===== src/hdl/tscm_params.svh =====
// Purpose: Timing constants for the temperature-sense and control monitor
// Assumes: 25 MHz clock
// Notes:   Times in milliseconds, counts derived from the clock rate
`ifndef TSCM_PARAMS_SVH
`define TSCM_PARAMS_SVH
`define TSCM_CLK_HZ 25000000
`define TSCM_BIAS_MS 24
`define TSCM_DEGLITCH_MS 10
`define TSCM_MON_PRIO_MS 35
`define TSCM_MON_STD_MS 235
`define TSCM_BIAS_CYC (`TSCM_BIAS_MS * (`TSCM_CLK_HZ / 1000))
`define TSCM_DEGLITCH_CYC (`TSCM_DEGLITCH_MS * (`TSCM_CLK_HZ / 1000))
`define TSCM_MON_PRIO_CYC (`TSCM_MON_PRIO_MS * (`TSCM_CLK_HZ / 1000))
`define TSCM_MON_STD_CYC (`TSCM_MON_STD_MS * (`TSCM_CLK_HZ / 1000))
`endif


===== src/hdl/tscm_pkg.sv =====
// Purpose: Types for the temperature-sense and control monitor
// Assumes: Nothing beyond the parameter header
// Notes:   Timing figures live in tscm_params.svh
package tscm_pkg;
    typedef enum logic [1:0] {
        TSCM_BIAS,
        TSCM_MON,
        TSCM_OFF
    } tscm_phase_e;

    typedef struct packed {
        logic hot;
        logic cold;
        logic host_ctrl;
        logic fault;
        logic charge_done;
        logic thermal_off;
    } tscm_status_s;
endpackage


===== src/hdl/tscm_deglitch.sv =====
// Purpose: Deglitch filter, output follows input after a stable run
// Assumes: Input synchronous to clk_i
// Notes:   Counter restarts whenever the input agrees with the output
`timescale 1ns/1ps
`default_nettype none
module tscm_deglitch #(
    parameter int CYCLES = 250000
) (
    // Clock and reset
    input wire logic clk_i,
    input wire logic resetn_i,
    // Filter
    input wire logic clear_i,
    input wire logic raw_i,
    output logic filt_o
);
    localparam int CW = $clog2(CYCLES + 1);
    logic [CW-1:0] cnt_ff;
    logic [CW-1:0] nxt_cnt;
    logic filt_ff;
    logic nxt_filt;

    always_comb begin
        nxt_cnt = '0;
        nxt_filt = filt_ff;
        if (clear_i) begin
            nxt_filt = 1'b0;
        end else if (raw_i != filt_ff) begin
            if (cnt_ff == CW'(CYCLES - 1)) begin
                nxt_filt = raw_i;
            end else begin
                nxt_cnt = cnt_ff + CW'(1);
            end
        end
    end

    always_ff @(posedge clk_i) begin
        if (!resetn_i) begin
            cnt_ff <= '0;
            filt_ff <= 1'b0;
        end else begin
            cnt_ff <= nxt_cnt;
            filt_ff <= nxt_filt;
        end
    end

    assign filt_o = filt_ff;
endmodule // tscm_deglitch
`default_nettype wire


===== src/hdl/tscm_monitor.sv =====
// Purpose: Periodic thermistor bias, temperature read and host-control watch
// Assumes: Comparator inputs come from analog compare blocks, synchronous
// Notes:   Shutdown is latched until reset; host requests are sampled only
//          while the bias is released
//
// Summary of operation
// Hot and cold comparators judge the sense pin as a ratio of bias.
// Each cycle starts with the sample window driving the bias for 24 ms.
// Comparators pass a 10 ms deglitch during the window and set temperature state.
// At window end the window signal drops and the bias floats.
// Then the pin is watched against 100 mV for 35 or 235 ms.
// Pin above 100 mV in that period sets the host-control flag.
// Host keeps its driver hi-z in normal operation.
// Host pulling pin low requests fault shutdown with fault indication.
// Host pulling pin to battery requests shutdown with charge-done indication.
// Die over-temperature turns the output regulator off.
// Bias window and monitoring period repeat continuously while operating.
// Open-drain status output is on whenever the supply output is enabled.
`timescale 1ns/1ps
`default_nettype none
`include "tscm_params.svh"
module tscm_monitor #(
    parameter int BIAS_CYC = `TSCM_BIAS_CYC,
    parameter int DEGLITCH_CYC = `TSCM_DEGLITCH_CYC,
    parameter int MON_PRIO_CYC = `TSCM_MON_PRIO_CYC,
    parameter int MON_STD_CYC = `TSCM_MON_STD_CYC
) (
    // Clock and reset
    input wire logic clk_i,
    input wire logic resetn_i,
    // Analog comparator results
    input wire logic hot_cmp_i,
    input wire logic cold_cmp_i,
    input wire logic ctrl_above_ref_i,
    input wire logic ctrl_pulled_low_i,
    input wire logic die_overtemp_i,
    // Operating context
    input wire logic priority_pkt_i,
    input wire logic supply_ready_i,
    // Pin controls
    output logic sense_sample_window_o,
    output logic thermistor_bias_out_o,
    output logic thermistor_bias_oe_n_o,
    output logic supply_status_out_o,
    output logic supply_status_oe_n_o,
    // Regulator and status
    output logic regulator_en_o,
    output tscm_pkg::tscm_status_s status_o
);
    localparam int TW = $clog2(MON_STD_CYC + 1);

    // ----------------------------------------
    // Phase sequencer
    // ----------------------------------------
    tscm_pkg::tscm_phase_e phase_ff;
    tscm_pkg::tscm_phase_e nxt_phase;
    logic [TW-1:0] tmr_ff;
    logic [TW-1:0] nxt_tmr;
    logic hot_f;
    logic cold_f;
    logic in_bias;
    logic shutdown;
    logic [TW-1:0] mon_last;

    function automatic logic [TW-1:0] last_of(input int cyc);
        return TW'(cyc - 1);
    endfunction

    assign in_bias = (phase_ff == tscm_pkg::TSCM_BIAS);
    assign mon_last = last_of(priority_pkt_i ? MON_PRIO_CYC : MON_STD_CYC);

    always_comb begin
        nxt_phase = phase_ff;
        nxt_tmr = tmr_ff + TW'(1);
        unique case (phase_ff)
            tscm_pkg::TSCM_BIAS: begin
                if (tmr_ff == last_of(BIAS_CYC)) begin
                    nxt_phase = tscm_pkg::TSCM_MON;
                    nxt_tmr = '0;
                end
            end
            tscm_pkg::TSCM_MON: begin
                // Period length follows the packet type in force at each cycle
                if (tmr_ff >= mon_last) begin
                    nxt_phase = tscm_pkg::TSCM_BIAS;
                    nxt_tmr = '0;
                end
            end
            tscm_pkg::TSCM_OFF: begin
                nxt_tmr = '0;
            end
        endcase
        if (shutdown) begin
            nxt_phase = tscm_pkg::TSCM_OFF;
            nxt_tmr = '0;
        end
    end

    always_ff @(posedge clk_i) begin
        if (!resetn_i) begin
            phase_ff <= tscm_pkg::TSCM_BIAS;
            tmr_ff <= '0;
        end else begin
            phase_ff <= nxt_phase;
            tmr_ff <= nxt_tmr;
        end
    end

    // ----------------------------------------
    // Comparator deglitch
    // ----------------------------------------
    // Filters restart each window so a stale reading never carries over
    tscm_deglitch #(.CYCLES(DEGLITCH_CYC)) u_hot (
        .clk_i(clk_i),
        .resetn_i(resetn_i),
        .clear_i(!in_bias),
        .raw_i(hot_cmp_i),
        .filt_o(hot_f)
    );
    tscm_deglitch #(.CYCLES(DEGLITCH_CYC)) u_cold (
        .clk_i(clk_i),
        .resetn_i(resetn_i),
        .clear_i(!in_bias),
        .raw_i(cold_cmp_i),
        .filt_o(cold_f)
    );

    // ----------------------------------------
    // Status and shutdown
    // ----------------------------------------
    tscm_pkg::tscm_status_s st_ff;
    tscm_pkg::tscm_status_s nxt_st;

    always_comb begin
        nxt_st = st_ff;
        if (in_bias && tmr_ff == last_of(BIAS_CYC)) begin
            nxt_st.hot = hot_f;
            nxt_st.cold = cold_f;
        end
        if (phase_ff == tscm_pkg::TSCM_MON) begin
            if (ctrl_above_ref_i) begin
                nxt_st.host_ctrl = 1'b1;
                nxt_st.charge_done = 1'b1;
            end
            if (ctrl_pulled_low_i) begin
                nxt_st.fault = 1'b1;
            end
        end
        if (die_overtemp_i) begin
            nxt_st.thermal_off = 1'b1;
        end
    end

    always_ff @(posedge clk_i) begin
        if (!resetn_i) begin
            st_ff <= '0;
        end else begin
            st_ff <= nxt_st;
        end
    end

    assign shutdown = st_ff.hot | st_ff.cold | st_ff.fault | st_ff.charge_done
        | st_ff.thermal_off;
    assign status_o = st_ff;

    // ----------------------------------------
    // Outputs
    // ----------------------------------------
    logic reg_en_ff;
    logic nxt_reg_en;

    always_comb begin
        nxt_reg_en = supply_ready_i & ~shutdown & ~die_overtemp_i;
    end

    always_ff @(posedge clk_i) begin
        if (!resetn_i) begin
            reg_en_ff <= 1'b0;
        end else begin
            reg_en_ff <= nxt_reg_en;
        end
    end

    assign regulator_en_o = reg_en_ff;
    assign sense_sample_window_o = in_bias;
    assign thermistor_bias_out_o = 1'b1;
    assign thermistor_bias_oe_n_o = ~in_bias;
    assign supply_status_out_o = 1'b0;
    assign supply_status_oe_n_o = ~reg_en_ff;

    // ----------------------------------------
    // Assertions
    // ----------------------------------------
    int unsigned win_cnt;
    always_ff @(posedge clk_i) begin
        if (!resetn_i || !sense_sample_window_o) begin
            win_cnt <= 0;
        end else begin
            win_cnt <= win_cnt + 1;
        end
    end

    // Counts monitor cycles apart from the sequencer timer
    int unsigned mon_cnt;
    always_ff @(posedge clk_i) begin
        if (!resetn_i || phase_ff != tscm_pkg::TSCM_MON) begin
            mon_cnt <= 0;
        end else begin
            mon_cnt <= mon_cnt + 1;
        end
    end

    a_window_len: assert property (@(posedge clk_i) disable iff (!resetn_i)
        sense_sample_window_o |-> win_cnt < BIAS_CYC) else $error("bias window too long");
    a_monitor_len: assert property (@(posedge clk_i) disable iff (!resetn_i)
        (phase_ff == tscm_pkg::TSCM_MON) |-> mon_cnt < MON_STD_CYC)
        else $error("monitor period too long");
    a_window_end: assert property (@(posedge clk_i) disable iff (!resetn_i)
        (in_bias && tmr_ff == last_of(BIAS_CYC) && !shutdown) |=> !sense_sample_window_o
        && thermistor_bias_oe_n_o) else $error("bias not released at window end");
    a_bias_float: assert property (@(posedge clk_i) disable iff (!resetn_i)
        !sense_sample_window_o |-> thermistor_bias_oe_n_o) else $error("bias driven outside window");
    a_host_flag: assert property (@(posedge clk_i) disable iff (!resetn_i)
        (phase_ff == tscm_pkg::TSCM_MON && ctrl_above_ref_i) |=> status_o.host_ctrl)
        else $error("host control not flagged");
    a_fault_stop: assert property (@(posedge clk_i) disable iff (!resetn_i)
        (phase_ff == tscm_pkg::TSCM_MON && ctrl_pulled_low_i) |=> ##1 !regulator_en_o)
        else $error("fault did not stop regulator");
    a_done_stop: assert property (@(posedge clk_i) disable iff (!resetn_i)
        status_o.charge_done |=> !regulator_en_o) else $error("charge done kept regulator on");
    a_thermal_off: assert property (@(posedge clk_i) disable iff (!resetn_i)
        die_overtemp_i |=> !regulator_en_o) else $error("regulator on in overtemperature");
    a_status_pin: assert property (@(posedge clk_i) disable iff (!resetn_i)
        supply_status_oe_n_o == !regulator_en_o) else $error("status pin mismatch");
    a_repeat_cycle: assert property (@(posedge clk_i) disable iff (!resetn_i)
        (phase_ff == tscm_pkg::TSCM_MON && !shutdown
        && mon_cnt >= (priority_pkt_i ? MON_PRIO_CYC : MON_STD_CYC) - 1)
        |=> sense_sample_window_o)
        else $error("monitor period did not end");
    a_temp_latch: assert property (@(posedge clk_i) disable iff (!resetn_i)
        (in_bias && tmr_ff == last_of(BIAS_CYC)) |=> status_o.hot == $past(hot_f))
        else $error("hot state not captured");

    c_window: cover property (@(posedge clk_i) disable iff (!resetn_i)
        $fell(sense_sample_window_o));
    c_host: cover property (@(posedge clk_i) disable iff (!resetn_i) $rose(status_o.host_ctrl));
    c_fault: cover property (@(posedge clk_i) disable iff (!resetn_i) $rose(status_o.fault));
    c_hot: cover property (@(posedge clk_i) disable iff (!resetn_i) $rose(status_o.hot));
endmodule // tscm_monitor
`default_nettype wire


===== config.mk =====
export PLATFORM = sky130hd
export DESIGN_NAME = tscm_monitor
export DESIGN_NICKNAME = d
export VERILOG_FILES = /design/src/hdl/tscm_pkg.sv /design/src/hdl/tscm_deglitch.sv /design/src/hdl/tscm_monitor.sv
export VERILOG_INCLUDE_DIRS = /design/src /design/src/hdl
export SDC_FILE = /design/constraint.sdc
export NUM_CORES = 1
export LEC_CHECK = 0
export BUFFER_PORTS_ARGS = -buffer_cell sky130_fd_sc_hd__buf_2
export CAP_MARGIN = 5
export CORE_MARGIN = 8
export CORE_UTILIZATION = 53
export DETAILED_ROUTE_END_ITERATION = 7
export PLACE_DENSITY = 0.81
export SLEW_MARGIN = 20
export SYNTH_ARGS = -nofsm -noshare
export SYNTH_HDL_FRONTEND = slang
export SYNTH_SLANG_ARGS = --single-unit

===== constraint.sdc =====
create_clock -name clk_i -period 2.8 [get_ports clk_i]
set_input_delay 0.42 -clock clk_i [delete_from_list [all_inputs] [get_ports clk_i]]
set_output_delay 0.42 -clock clk_i [all_outputs]
set_load 0.02 [all_outputs]

==> flow_summary.json <==
{
  "status": "completed",
  "drt-pass1-iter-count": 4,
  "timing.rr.end": "tmr_ff[16]",
  "fp.coreArea_sq_um": 6280,
  "place.gp.congestion": 0.862,
  "largest_net_degree_at_the_start_of_global_routing": 26,
  "worst_hold_path_type": "input pin to flop",
  "finalSetupViolCount": 0,
  "cts_resized": 0,
  "reg2reg_depth": 7,
  "globalRouteTotalUtil_pct": 16.9,
  "timing.hold.worst_endpoint": "regulator_en_o",
  "synth_seq_cells": 69,
  "worst-path-max-fanout": 23,
  "syn_avg_cell_area_sq_um": 8.68,
  "wire_per_inst_um": 14.3,
  "synth_cell_type_count": 44,
  "grt_setup_unrepaired": "no",
  "initial_antenna_violation_count": 0,
  "cts.htree.levels": 3,
  "fin_setup_tns_ns": 0,
  "initial_core_util_pct": 54.0,
  "ys.flop_type": "sky130_fd_sc_hd__dfxtp_1",
  "antennaDiodeCount": 0,
  "r2r_path_start": "tmr_ff[20]",
  "via_count": 2730,
  "finish.net_count": 432,
  "maxClockFrequency_mhz": 448,
  "crit_arrival_ns": 2.42,
  "die_area_sq_um": 9200,
  "cts_tree": "yes",
  "ioPinCount": 21,
  "ant_nets": 0,
  "fin_crit_sh_pct": 79.7,
  "synth-seq-area-share_pct": 40.8,
  "synth_nets": 415,
  "power_per_cell_area_nw_per_um2": 553,
  "timing_hold_violations_final": 0,
  "worst_path_largest_cell_delay_ns": 0.33,
  "syn2layout_area_growth_pct": 10.5,
  "maxSlewViolCount": 0,
  "route.detailed.vias_per_inst": 5.58,
  "synth.yosys.warnings": 0,
  "post-route-worst-setup-slack_ns": 0.569,
  "rrSetupSlack_ns": 0.57,
  "critPathSlowestCell": "sky130_fd_sc_hd__ha_1",
  "maxSlewHeadroom_pct": 40.9,
  "drt_drc_violations_left": 0,
  "drive_above_1_share_pct": 9.47,
  "hpwl_um": 4940,
  "numPortBuffers": 18,
  "cap_viol_max_count": 0,
  "hold-path-cell-count": 2,
  "ir_drop_v": 0.000630,
  "preCtsSetupSlack_ns": 0.282,
  "number_of_enable_flip_flop_cells_after_synthesis": 0,
  "numCtsBuffers": 9,
  "cts.reportedPaths.clkPinSlew_ns": 0.07,
  "filler_cell_count": 535,
  "postCtsSetupRepairBufs": 0,
  "cts_root_buffer": "sky130_fd_sc_hd__clkbuf_8",
  "clock_sinks": 69,
  "clock_buffer_depth": 2,
  "insertion_delay_ns": 0.34,
  "min-delay-start": "die_overtemp_i",
  "critical_path_type": "input pin to flop",
  "synthesis.instances": 390,
  "hold_buffer_count_at_cts": 0,
  "critPathLaunchType": "input pin",
  "timing.critical_path.required_ns": 2.99,
  "critical_path.cell_chain": "buf_2, inv_1, ha_1, nand4b_1, nor4_1, o221ai_1, a41oi_2, buf_4, nor3_1",
  "worst_pin_slew_ns": 0.884,
  "final_period_minus_worst_setup_slack_ns": 2.23,
  "setup.worst_path.end_class": "flop",
  "mappedNetlistArea_sq_um": 3390,
  "routed_wl_um": 6970,
  "fp.dieH_um": 95.9,
  "grt_pass1_vias": 2806,
  "grt.overflow.total": 0,
  "initialDrtViolationCount": 202,
  "async_sr_flop_fraction_pct": 0,
  "grt_first_pass_wirelength_um": 12500,
  "die-width_um": 95.9,
  "rows": 29,
  "clock-skew-final_ns": 0.00893,
  "power.leakage_nw": 1.31
}
==> cell usage after synthesis (4+ instances only) <==
| master | n | area share (%) |
|---|---|---|
| sky130_fd_sc_hd__a21oi_1 | 7 | 1.0 |
| sky130_fd_sc_hd__and3_1 | 5 | 0.92 |
| sky130_fd_sc_hd__and4_1 | 5 | 1.3 |
| sky130_fd_sc_hd__buf_2 | 4 | 0.59 |
| sky130_fd_sc_hd__dfxtp_1 | 69 | 41 |
| sky130_fd_sc_hd__ha_1 | 16 | 5.9 |
| sky130_fd_sc_hd__inv_1 | 18 | 2.0 |
| sky130_fd_sc_hd__nand2_1 | 21 | 2.3 |
| sky130_fd_sc_hd__nand3_1 | 23 | 3.4 |
| sky130_fd_sc_hd__nand4_1 | 14 | 2.6 |
| sky130_fd_sc_hd__nor2_1 | 61 | 6.8 |
| sky130_fd_sc_hd__nor3_1 | 35 | 5.2 |
| sky130_fd_sc_hd__nor4_1 | 9 | 1.7 |
| sky130_fd_sc_hd__xnor2_1 | 34 | 8.8 |
| sky130_fd_sc_hd__xor2_1 | 21 | 5.4 |
==> cells by family after synthesis <==
group	Yosys count	synth area share [%]
other	2	0.222
XOR/XNOR	55	14.2
AO/OA/AOI/OAI	24	5.14
multiplexers	2	0.591
buffers and inverters	31	4.58
AND/OR/NAND/NOR	191	28.6
adder cells (fa/ha/maj)	16	5.91
flip-flops	69	40.8
==> layer usage <==
metal	wire length (um)	GRT usage, %	vias to the layer above
li1	-	-	1387
met1	3130	19.7	1280
met2	3460	27.7	52
met3	266	4.76	11
met4	114	9.09	0
met5	0	0	-
==> flip-flops by register name (all words and copies together) (netlist names) <==
signal / count
u_cold.cnt_ff: 18
regulator_en_o: 1
phase_ff: 2
u_hot.cnt_ff: 18
status_o: 5
u_hot.filt_o: 1
tmr_ff: 23
u_cold.filt_o: 1
==> power breakdown <==
group	internal, mW	switching, mW
sequential	0.988	0.00573
clock	0.619	0.374
combinational	0.0232	0.0576
==> cells in the final DEF (no fill, tap or decap), drive strengths merged, types with 2 or more instances in the layout <==
cell	netlist	routed
conb	2	2
or4	2	2
mux2i	2	2
a21o	2	2
nand3	23	23
nor4	10	10
nand2	21	21
nor4b	2	2
inv	18	19
ha	16	16
xnor2	34	34
buf	10	19
nor3b	2	2
and3	5	5
a211oi	2	2
xor2	21	21
or3	3	3
clkbuf	3	11
nand4	14	14
nor3	35	35
and4	5	5
dfxtp	69	69
o21ai	2	2
nand4b	2	2
a21oi	7	7
and2	3	3
bufinv	0	3
nor2	61	61
==> critical path: cells and delay by family <==
kind	cells	cell delay, ns
AO/OA/AOI/OAI	2	0.54
AND/OR/NAND/NOR	3	0.51
buffers and inverters	3	0.59
adder cells (fa/ha/maj)	1	0.33
==> layout make-up <==
| cell class | count | area (sq um) | share of cell area (%) |
|---|---|---|---|
| clock buffers | 11 | 141 | 3.78 |
| clock inverters | 5 | 106 | 2.84 |
| inverters | 18 | 67.6 | 1.81 |
| multi-input cells | 290 | 1850 | 49.5 |
| flip-flops and latches | 69 | 1380 | 36.9 |
| well taps | 77 | 96.3 | 2.58 |
| repair buffers | 19 | 97.6 | 2.61 |
==> per-stage QoR <==
stage          std cells  utilization, %  cell area [sq um]  power, mW  hold slack [ns]
2_1_floorplan        390               -               3390       1.08            0.413
3_3_place_gp         473            55.7               3490       1.09            0.424
3_5_place_dp         473            55.7               3490       1.10            0.433
4_1_cts              489            59.6               3740       2.09            0.243
5_1_grt              489            59.6               3740       2.15            0.262
6_report             489            59.6               3740       2.07            0.266
==> worst max path at each step <==
stage,from,end,slack [ns],depth (start not counted)
2_1_floorplan,priority_pkt_i,tmr_ff[22],0.74,8
3_3_place_gp,priority_pkt_i,tmr_ff[1],0.44,9
3_5_place_dp,priority_pkt_i,tmr_ff[8],0.28,9
4_1_cts,u_cold.cnt_ff[0],u_cold.cnt_ff[17],0.57,6
5_1_grt,u_cold.cnt_ff[0],u_cold.cnt_ff[13],0.37,6
6_report,priority_pkt_i,tmr_ff[16],0.57,9
(Power assumes the default switching activity.)
